File: config.mk
export PLATFORM = sky130hd
export DESIGN_NAME = twrc_responder
export DESIGN_NICKNAME = d
export VERILOG_FILES = /design/src/rtl/twrc_pkg.sv /design/src/rtl/twrc_regmem.sv /design/src/rtl/twrc_responder.sv
export SDC_FILE = /design/constraint.sdc
export NUM_CORES = 2
export LEC_CHECK = 0
export BUFFER_PORTS_ARGS = -buffer_cell sky130_fd_sc_hd__clkbuf_2
export CAP_MARGIN = 20
export CORE_MARGIN = 4
export CORE_UTILIZATION = 50
export CTS_CLUSTER_DIAMETER = 200
export DETAILED_ROUTE_END_ITERATION = 7
export GPL_TIMING_DRIVEN = 1
export PLACE_DENSITY = 0.73
export SLEW_MARGIN = 20
export SYNTH_ARGS = -nofsm -noshare
export SYNTH_HDL_FRONTEND = slang
export SYNTH_SLANG_ARGS = --single-unit
File: constraint.sdc
create_clock -name clk -period 22 [get_ports clk]
set_clock_uncertainty 0.2 [all_clocks]
set_input_delay 2.2 -clock clk [delete_from_list [all_inputs] [get_ports clk]]
set_output_delay 2.2 -clock clk [all_outputs]
set_load 0.1 [all_outputs]
File: src/rtl/twrc_pkg.sv
// Shared constants, types and the checksum function for the two-wire responder
package twrc_pkg;

   // ------------------------------------------------------------
   // Clock and timing
   // ------------------------------------------------------------
   localparam int CLK_HZ = 10_000_000;
   localparam int MS_CYC = CLK_HZ / 1000;
   localparam int T_LOW100_MS = 25;
   localparam int T_LOW400_MS = 5;
   localparam int T_MEXT_MS = 10;
   localparam int T_LONG_MS = 2000;
   localparam int LOW100_CYC = T_LOW100_MS * MS_CYC;
   localparam int LOW400_CYC = T_LOW400_MS * MS_CYC;
   localparam int MEXT_CYC = T_MEXT_MS * MS_CYC;
   localparam int LONG_CYC = T_LONG_MS * MS_CYC;
   localparam int TMO_CNT_W = 25;

   // ------------------------------------------------------------
   // Addressing and reset values
   // ------------------------------------------------------------
   localparam logic [7:0] DEF_ADDR_W = 8'h10;
   localparam logic RST_TWO_WIRE = 1'b1;
   localparam logic RST_SPEED_400K = 1'b1;
   localparam int BYTE_BITS = 8;

   // ------------------------------------------------------------
   // Checksum
   // ------------------------------------------------------------
   localparam logic [7:0] CRC_POLY = 8'h07;
   localparam logic [7:0] CRC_INIT = 8'h00;

   // ------------------------------------------------------------
   // Bus state machine
   // ------------------------------------------------------------
   typedef enum logic [2:0] {
      ST_IDLE = 3'b000,
      ST_ADDR = 3'b001,
      ST_REG = 3'b010,
      ST_WDATA = 3'b011,
      ST_WCRC = 3'b100,
      ST_ACK = 3'b101,
      ST_TX = 3'b110,
      ST_MACK = 3'b111
   } twrc_state_e;

   // MSB first, no final xor
   function automatic logic [7:0] crc8_upd(input logic [7:0] crc, input logic [7:0] data);
      logic [7:0] c;
      c = crc ^ data;
      for (int i = 0; i < 8; i++) begin
         c = c[7] ? ((c << 1) ^ CRC_POLY) : (c << 1);
      end
      return c;
   endfunction

endpackage

File: src/rtl/twrc_regmem.sv
// Small register memory behind the responder, registered read data
`timescale 1ns/1ns
module twrc_regmem #(
   parameter int AW = 8,
   parameter int DW = 8
) (
   input wire logic clk,
   input wire logic wr_en,
   input wire logic [AW-1:0] wr_addr,
   input wire logic [DW-1:0] wr_data,
   input wire logic [AW-1:0] rd_addr,
   output logic [DW-1:0] rd_data
);

   logic [DW-1:0] mem [0:(1<<AW)-1];

   // ------------------------------------------------------------
   // Storage; no reset on the array, it holds settings data only
   // ------------------------------------------------------------
   always_ff @(posedge clk) begin
      if (wr_en) begin
         mem[wr_addr] <= wr_data;
      end
      rd_data <= mem[rd_addr];
   end

endmodule // twrc_regmem

File: src/rtl/twrc_responder.sv
// Two-wire bus responder with optional checksum, timeouts and interface selection
// Function
// - Answer at 0x10/0x11, address configurable
// - Up to 400 kHz, checksum optional
// - Unprogrammed: two-wire at 400 kHz after reset
// - Speed change applies at edit-mode exit
// - Switch-to-two-wire command acts immediately
// - 100 kHz: clock low 25-35 ms resets
// - 100 kHz: cumulative stretch/extend limits reset
// - 400 kHz: clock low 5-20 ms resets
// - Clock low over 2 s always resets
// - Block writes, register address auto-increments
// - Single write checksum: address, register, data
// - Later block-write bytes: checksum over data only
// - Polynomial x^8+x^2+x+1, initial zero
// - Bad write checksum: not-acknowledge, go idle
// - Reads with or without repeated start
// - Block read: controller acks, address increments
// - Single read checksum runs from first start
// - Read checksum restarts per byte and stop
// - Controller nacks read checksum: go idle
// - Switch-to-four-wire command leaves two-wire mode
`timescale 1ns/1ns
module twrc_responder #(
   parameter int unsigned LOW100_CYC = twrc_pkg::LOW100_CYC,
   parameter int unsigned LOW400_CYC = twrc_pkg::LOW400_CYC,
   parameter int unsigned MEXT_CYC = twrc_pkg::MEXT_CYC,
   parameter int unsigned LONG_CYC = twrc_pkg::LONG_CYC,
   parameter int AW = 8
) (
   input wire logic clk,
   input wire logic resetn,
   input wire logic scl_i,
   input wire logic sda_i,
   output logic sda_o,
   output logic sda_oe,
   input wire logic cfg_crc_en,
   input wire logic cfg_timeout_en,
   input wire logic cfg_speed_400k,
   input wire logic cfg_addr_set,
   input wire logic [7:0] cfg_addr,
   input wire logic cfg_update_mode,
   input wire logic nvm_programmed,
   input wire logic nvm_two_wire,
   input wire logic nvm_speed_400k,
   input wire logic switch_to_two_wire_cmd,
   input wire logic switch_to_four_wire_cmd,
   output logic two_wire_sel,
   output logic speed_400k_act,
   output logic bus_reset_evt
);

   localparam int CW = twrc_pkg::TMO_CNT_W;

   typedef struct packed {
      logic scl_s1;
      logic scl_s2;
      logic scl_s3;
      logic sda_s1;
      logic sda_s2;
      logic sda_s3;
      logic scl_f;
      logic sda_f;
      logic strap_done;
      logic two_wire;
      logic spd400;
      logic cfg_upd_d;
      twrc_pkg::twrc_state_e st;
      twrc_pkg::twrc_state_e after;
      logic [3:0] bitcnt;
      logic [7:0] sh;
      logic [7:0] tx;
      logic tx_is_crc;
      logic [AW-1:0] reg_addr;
      logic [7:0] wdata;
      logic [7:0] crc;
      logic [7:0] crc_exp;
      logic in_txn;
      logic mack_ok;
      logic drive;
      logic [CW-1:0] low_cnt;
      logic [CW-1:0] mext_cnt;
      logic rst_evt;
   } twrc_regs_s;

   twrc_regs_s r;
   twrc_regs_s next_r;
   logic [7:0] rd_data;
   logic mem_we;
   logic [AW-1:0] mem_waddr;
   logic [7:0] mem_wdata;

   // ------------------------------------------------------------
   // Register memory
   // ------------------------------------------------------------
   twrc_regmem #(
      .AW(AW),
      .DW(8)
   ) u_mem (
      .clk(clk),
      .wr_en(mem_we),
      .wr_addr(mem_waddr),
      .wr_data(mem_wdata),
      .rd_addr(r.reg_addr),
      .rd_data(rd_data)
   );

   // ------------------------------------------------------------
   // Next-state logic
   // ------------------------------------------------------------
   always_comb begin
      logic scl_rise;
      logic scl_fall;
      logic start_c;
      logic stop_c;
      logic tmo;
      logic [6:0] my_addr;
      logic [7:0] b;
      scl_rise = 1'b0;
      scl_fall = 1'b0;
      start_c = 1'b0;
      stop_c = 1'b0;
      tmo = 1'b0;
      my_addr = 7'h00;
      b = 8'h00;
      next_r = r;
      mem_we = 1'b0;
      mem_waddr = r.reg_addr;
      mem_wdata = r.wdata;
      next_r.rst_evt = 1'b0;

      // Three-stage sampling; a level counts once stages two and three agree
      next_r.scl_s1 = scl_i;
      next_r.scl_s2 = r.scl_s1;
      next_r.scl_s3 = r.scl_s2;
      next_r.sda_s1 = sda_i;
      next_r.sda_s2 = r.sda_s1;
      next_r.sda_s3 = r.sda_s2;
      if (r.scl_s2 == r.scl_s3) begin
         next_r.scl_f = r.scl_s3;
      end
      if (r.sda_s2 == r.sda_s3) begin
         next_r.sda_f = r.sda_s3;
      end
      scl_rise = next_r.scl_f & ~r.scl_f;
      scl_fall = ~next_r.scl_f & r.scl_f;
      start_c = r.scl_f & next_r.scl_f & r.sda_f & ~next_r.sda_f;
      stop_c = r.scl_f & next_r.scl_f & ~r.sda_f & next_r.sda_f;

      // ------------------------------------------------------------
      // Interface selection and speed
      // ------------------------------------------------------------
      next_r.strap_done = 1'b1;
      if (!r.strap_done && nvm_programmed) begin
         next_r.two_wire = nvm_two_wire;
         next_r.spd400 = nvm_speed_400k;
      end
      next_r.cfg_upd_d = cfg_update_mode;
      if (r.cfg_upd_d && !cfg_update_mode) begin
         next_r.spd400 = cfg_speed_400k;
      end
      if (switch_to_two_wire_cmd) begin
         next_r.two_wire = 1'b1;
      end else if (switch_to_four_wire_cmd && r.two_wire) begin
         next_r.two_wire = 1'b0;
      end

      // ------------------------------------------------------------
      // Timeouts
      // ------------------------------------------------------------
      // Counters saturate so a stuck bus cannot wrap into a false second event
      if (r.scl_f || !r.two_wire) begin
         next_r.low_cnt = '0;
      end else if (r.low_cnt != '1) begin
         next_r.low_cnt = r.low_cnt + CW'(1);
      end
      // Controller low extension is summed per byte; this end never stretches the clock
      if (r.st == twrc_pkg::ST_IDLE || r.st == twrc_pkg::ST_ACK || r.st == twrc_pkg::ST_MACK) begin
         next_r.mext_cnt = '0;
      end else if (!r.scl_f && r.mext_cnt != '1) begin
         next_r.mext_cnt = r.mext_cnt + CW'(1);
      end
      if (r.low_cnt == CW'(LONG_CYC)) begin
         tmo = 1'b1;
      end
      if (cfg_timeout_en && r.spd400 && r.low_cnt == CW'(LOW400_CYC)) begin
         tmo = 1'b1;
      end
      if (cfg_timeout_en && !r.spd400 && r.low_cnt == CW'(LOW100_CYC)) begin
         tmo = 1'b1;
      end
      if (cfg_timeout_en && !r.spd400 && r.mext_cnt == CW'(MEXT_CYC)) begin
         tmo = 1'b1;
      end

      my_addr = cfg_addr_set ? cfg_addr[7:1] : twrc_pkg::DEF_ADDR_W[7:1];
      b = r.sh;

      // ------------------------------------------------------------
      // Bus state machine
      // ------------------------------------------------------------
      if (!r.two_wire || tmo) begin
         next_r.st = twrc_pkg::ST_IDLE;
         next_r.drive = 1'b0;
         next_r.in_txn = 1'b0;
         next_r.crc = twrc_pkg::CRC_INIT;
         next_r.rst_evt = tmo;
      end else if (stop_c) begin
         next_r.st = twrc_pkg::ST_IDLE;
         next_r.drive = 1'b0;
         next_r.in_txn = 1'b0;
         next_r.crc = twrc_pkg::CRC_INIT;
      end else if (start_c) begin
         next_r.st = twrc_pkg::ST_ADDR;
         next_r.bitcnt = 4'h0;
         next_r.drive = 1'b0;
         next_r.in_txn = 1'b1;
         // Repeated start keeps the running checksum
         next_r.crc = r.in_txn ? r.crc : twrc_pkg::CRC_INIT;
      end else begin
         case (r.st)
            twrc_pkg::ST_ADDR, twrc_pkg::ST_REG, twrc_pkg::ST_WDATA, twrc_pkg::ST_WCRC: begin
               if (scl_rise && r.bitcnt != 4'(twrc_pkg::BYTE_BITS)) begin
                  next_r.sh = {r.sh[6:0], next_r.sda_f};
                  next_r.bitcnt = r.bitcnt + 4'h1;
               end else if (scl_fall && r.bitcnt == 4'(twrc_pkg::BYTE_BITS)) begin
                  next_r.bitcnt = 4'h0;
                  next_r.drive = 1'b1;
                  next_r.st = twrc_pkg::ST_ACK;
                  if (r.st == twrc_pkg::ST_ADDR) begin
                     if (b[7:1] != my_addr) begin
                        next_r.drive = 1'b0;
                        next_r.st = twrc_pkg::ST_IDLE;
                     end else begin
                        next_r.crc = twrc_pkg::crc8_upd(r.crc, b);
                        next_r.after = b[0] ? twrc_pkg::ST_TX : twrc_pkg::ST_REG;
                     end
                  end else if (r.st == twrc_pkg::ST_REG) begin
                     next_r.reg_addr = b[AW-1:0];
                     next_r.crc = twrc_pkg::crc8_upd(r.crc, b);
                     next_r.after = twrc_pkg::ST_WDATA;
                  end else if (r.st == twrc_pkg::ST_WDATA) begin
                     if (cfg_crc_en) begin
                        next_r.wdata = b;
                        next_r.crc_exp = twrc_pkg::crc8_upd(r.crc, b);
                        next_r.after = twrc_pkg::ST_WCRC;
                     end else begin
                        mem_we = 1'b1;
                        mem_wdata = b;
                        next_r.reg_addr = r.reg_addr + AW'(1);
                        next_r.after = twrc_pkg::ST_WDATA;
                     end
                  end else begin
                     if (b == r.crc_exp) begin
                        mem_we = 1'b1;
                        next_r.reg_addr = r.reg_addr + AW'(1);
                        next_r.crc = twrc_pkg::CRC_INIT;
                        next_r.after = twrc_pkg::ST_WDATA;
                     end else begin
                        next_r.drive = 1'b0;
                        next_r.st = twrc_pkg::ST_IDLE;
                     end
                  end
               end
            end
            twrc_pkg::ST_ACK: begin
               if (scl_fall) begin
                  next_r.drive = 1'b0;
                  next_r.bitcnt = 4'h0;
                  next_r.st = r.after;
                  if (r.after == twrc_pkg::ST_TX) begin
                     next_r.tx = rd_data;
                     next_r.tx_is_crc = 1'b0;
                     next_r.drive = ~rd_data[7];
                     next_r.crc = twrc_pkg::crc8_upd(r.crc, rd_data);
                     next_r.reg_addr = r.reg_addr + AW'(1);
                  end
               end
            end
            twrc_pkg::ST_TX: begin
               if (scl_fall) begin
                  if (r.bitcnt == 4'(twrc_pkg::BYTE_BITS - 1)) begin
                     next_r.drive = 1'b0;
                     next_r.bitcnt = 4'h0;
                     next_r.mack_ok = 1'b0;
                     next_r.st = twrc_pkg::ST_MACK;
                  end else begin
                     next_r.tx = {r.tx[6:0], 1'b0};
                     next_r.drive = ~r.tx[6];
                     next_r.bitcnt = r.bitcnt + 4'h1;
                  end
               end
            end
            twrc_pkg::ST_MACK: begin
               if (scl_rise) begin
                  next_r.mack_ok = ~next_r.sda_f;
                  if (next_r.sda_f) begin
                     // Nack ends the read and returns to idle, whether it follows a data byte or a checksum byte
                     next_r.st = twrc_pkg::ST_IDLE;
                  end
               end else if (scl_fall && r.mack_ok) begin
                  next_r.st = twrc_pkg::ST_TX;
                  if (cfg_crc_en && !r.tx_is_crc) begin
                     next_r.tx = r.crc;
                     next_r.tx_is_crc = 1'b1;
                     next_r.drive = ~r.crc[7];
                  end else begin
                     next_r.tx = rd_data;
                     next_r.tx_is_crc = 1'b0;
                     next_r.drive = ~rd_data[7];
                     next_r.crc = twrc_pkg::crc8_upd(twrc_pkg::CRC_INIT, rd_data);
                     next_r.reg_addr = r.reg_addr + AW'(1);
                  end
               end
            end
            default: begin
               next_r.drive = 1'b0;
            end
         endcase
      end
   end

   // ------------------------------------------------------------
   // State register
   // ------------------------------------------------------------
   always_ff @(posedge clk) begin
      if (!resetn) begin
         r <= '0;
         r.scl_s1 <= 1'b1;
         r.scl_s2 <= 1'b1;
         r.scl_s3 <= 1'b1;
         r.sda_s1 <= 1'b1;
         r.sda_s2 <= 1'b1;
         r.sda_s3 <= 1'b1;
         r.scl_f <= 1'b1;
         r.sda_f <= 1'b1;
         r.two_wire <= twrc_pkg::RST_TWO_WIRE;
         r.spd400 <= twrc_pkg::RST_SPEED_400K;
         r.st <= twrc_pkg::ST_IDLE;
         r.after <= twrc_pkg::ST_IDLE;
         r.crc <= twrc_pkg::CRC_INIT;
      end else begin
         r <= next_r;
      end
   end

   // Open drain: only ever pulls low
   assign sda_o = 1'b0;
   assign sda_oe = r.drive;
   assign two_wire_sel = r.two_wire;
   assign speed_400k_act = r.spd400;
   assign bus_reset_evt = r.rst_evt;

endmodule // twrc_responder

==> run_results.csv <==
group,metric,value,unit
outcome,outcome,"finished, final reports clean",
die,ioPinCount,27,
logic_synthesis,yosysWarningCount,0,
logic_synthesis,syn_area,0.0866,mm²
clock_tree,clk_pin_slew_worst_paths,0.06,ns
timing,hold_viol_final,0,
timing,final.setup.tns,0,ns
hold_path,min_path_cells,1,
logic_synthesis,yosys.area.top_type,"edfxtp_1",
global_route,grt_max_degree,257,
global_route,grt_pass1_vias,44220,
clock_tree,clockBufferDepth,3,
clock_tree,cts_sinks,2180,
clock_tree,hold_buffers,0,
power_and_ir_drop,p_per_area,83.4,mW/mm²
timing,rsz0062_at_grt,"no",
route,first_pass_iters,6,
logic_synthesis,yosysMostFrequentCell,"edfxtp_1",
die,core-area,0.172,mm²
worst_setup_path,cp-end-kind,"flip-flop",
power_and_ir_drop,internal_power,6.44,mW
placed_design,port_buffers,24,
power_and_ir_drop,switching_power,1.57,mW
timing,setup_viol,0,
global_route,globalRoute.totalOverflow,0,
route,first_iter_violations,6373,
die,die_area,0.180,mm²
global_route,grtUsageTotal,23.5,%
power_and_ir_drop,ir_drop,0.0000945,V
die,die_h,424,µm
logic_synthesis,synth_enable_flop_cells,2048,
clock_tree,cts_made_buffers,210,
die,initial_core_util,50.3,%
route,ant_nets,0,
cells_and_area,nets,4532,
worst_setup_path,rrSetupSlack,14.26,ns
global_route,antenna_found_initial,8,
logic_synthesis,synth_top_area_share,71.1,%
route,wl_per_cell,30.2,µm
placed_design,dpl.hpwl,125000,µm
logic_synthesis,async_reset_ff_share,0,%
cells_and_area,areaGrowthSynthToFinish,10.9,%
worst_setup_path,path_class,"reg2reg",
hold_path,hold_class,"reg2reg",
logic_synthesis,synth.area.top_cells,"edfxtp_1 (71%), mux4_2 (15%), dfxtp_1 (3.1%), nor2_1 (1.7%), mux2i_1 (1.3%)",
worst_setup_path,r2r-end,"u_mem.rd_data[3]",
worst_setup_path,crit_end,"u_mem.rd_data[3]",
logic_synthesis,syn_area_per_cell,19.5,µm²
power_and_ir_drop,p_seq_share,55.7,%
worst_setup_path,reg2reg_depth,11,
power_and_ir_drop,comb_power_share,0.1,%
die,die_w,424,µm
route,drt-vias-per-instance,6.36,
clock_tree,clk_latency,0.84,ns
clock_tree,cts_tree,"built",
timing,max-slew-margin-rel,23.5,%
logic_synthesis,synth.top_cells.by_count,"edfxtp_1 (2,048), mux4_2 (569), nor2_1 (387), nand2_1 (188), dfxtp_1 (132)",
global_route,grt_pass1_wl,308000,µm
route,drc,0,
power_and_ir_drop,leakagePower,23.7,nW
placed_design,gp_congestion,0.908,
logic_synthesis,ys_ff_latch,2180,
logic_synthesis,netlist-cell-type-count,79,
timing,period_minus_slack,7.74,ns
logic_synthesis,synth_fp_nets,4465,
worst_setup_path,crit_start,"mem_waddr[0]",
power_and_ir_drop,netSwitchingFraction,19.5,%
logic_synthesis,yosys_most_used_dff,"edfxtp_1",
clock_tree,cts_resized,0,
logic_synthesis,syn_inst,4433,
logic_synthesis,ys_seq_area_share,74.1,%
timing,worstMarginPinSlew,1.14,ns
die,rows,152,
cells_and_area,design_area,0.0960,mm²
clock_tree,cts_max_level,4,
clock_tree,clockRootBuffer,"clkbuf_16",
clock_tree,cts_setup_buffers,0,
power_and_ir_drop,pwr-share-clk,44.1,%
worst_setup_path,path_max_fanout,45,
worst_setup_path,cp.required,22.40,ns
route,drt-total-wl,211000,µm
cells_and_area,drive_above_1_share,22.0,%
worst_setup_path,worstPathArrival,8.14,ns
placed_design,place_area,0.0891,mm²
cells_and_area,fillers,12623,
timing,finalMaxSlewViolations,0,
timing,max_freq,129,MHz
run,max_cap_violations,0,
worst_setup_path,worstSetupStartpointType,"flip-flop",
route,vias,44444,
worst_setup_path,rr_startpoint,"mem_waddr[0]",
timing,finalCritPeriodShare,35.2,%
## registers in the layout (all words and copies together) (netlist names)
| signal | count |
|---|---|
| next_r | 4 |
| u_mem.rd_data | 8 |
| two_wire_sel | 1 |
| bus_reset_evt | 1 |
| speed_400k_act | 1 |
| r | 108 |
| mem_waddr | 8 |
| sda_oe | 1 |
| u_mem.mem | 2048 |
## worst min-delay path by stage
stage / from / endpoint / slack [ns]
floorplan: next_r[120] / next_r[119] / 0.19
global placement: next_r[120] / next_r[119] / 0.20
detailed placement: next_r[120] / next_r[119] / 0.20
CTS: next_r[120] / next_r[119] / 0.22
global route: next_r[123] / next_r[122] / 0.24
finish: next_r[120] / next_r[119] / 0.22
## critical path, cell delays in order, from the launching register on
cell and delay [ns]:
dfxtp_4 0.76, buf_4 0.65, buf_4 0.79, buf_4 0.81
buf_4 0.83, buf_4 0.84, mux4_2 0.60, mux4_2 0.51
nand2_1 0.17, nand2_1 0.09, a211oi_1 0.58, nand4b_1 0.42
## metrics by stage
stage          setup slack, ns  cells  hold WS [ns]  utilization [%]  power [mW]
6_report                 14.26   6986         0.216             55.8        8.01
5_1_grt                  13.60   6984         0.236             55.8        8.23
4_1_cts                  14.19   6980         0.219             55.8        8.05
3_5_place_dp             14.22   6595         0.203             51.9        4.57
3_3_place_gp             14.22   6595         0.201             51.9        4.57
2_1_floorplan             6.25   4433         0.186                -        4.56
## cell type report
cell class / count / area [µm²] / share of cell area, %
antenna: 3 / 7.51 / 0.00782
clock buffer: 255 / 5420 / 5.65
clock inverter: 130 / 1330 / 1.38
inverter: 31 / 124 / 0.129
multi-input combinational: 1971 / 21200 / 22.1
sequential: 2180 / 64200 / 66.8
tap: 2310 / 2890 / 3.01
timing repair buffer: 106 / 837 / 0.872
## power groups by stage
stage	clock network [mW]	logic, mW	registers [mW]
6_report	3.53	0.0120	4.47
3_5_place_dp	0	0.0119	4.55
2_1_floorplan	0	0.00631	4.56
3_3_place_gp	0	0.0117	4.55
5_1_grt	3.75	0.0129	4.46
4_1_cts	3.57	0.0120	4.47
## placed cells by master (no fill, tap or decap), types with 22 or more instances in the layout
cell type,instances
clkbuf_1,45
a21oi_1,75
mux2i_1,110
nor3_1,22
xnor2_1,46
xor2_1,62
nor2_1,385
inv_1,30
a22oi_1,43
clkbuf_2,24
clkinv_1,45
o21ai_0,51
nand3_1,79
nand4_1,38
dfxtp_1,127
clkbuf_16,210
mux4_2,569
nand2_1,187
clkinv_2,34
buf_4,73
o22ai_1,23
edfxtp_1,2048
## cells by family (layout without fill, tap and decap cells)
kind of cell	count (synthesis)	count (layout)	synth area share, %
flip-flops	2180	2180	74.1
AND/OR/NAND/NOR	870	870	4.66
multiplexers	690	690	16.2
AO/OA/AOI/OAI	292	292	2.22
buffers and inverters	282	522	1.56
XOR/XNOR	108	108	1.09
adder cells (fa/ha/maj)	10	10	0.145
other	1	4	0.00433
## per-layer routing
layer	track usage, %	wire length (µm)	vias to the layer above
met5	0	26	-
met4	10.2	10200	4
met3	6.63	23800	503
met2	35.7	98300	2616
met1	32.1	78400	23142
li1	-	-	18179
Power figures use the tool's default switching activity.
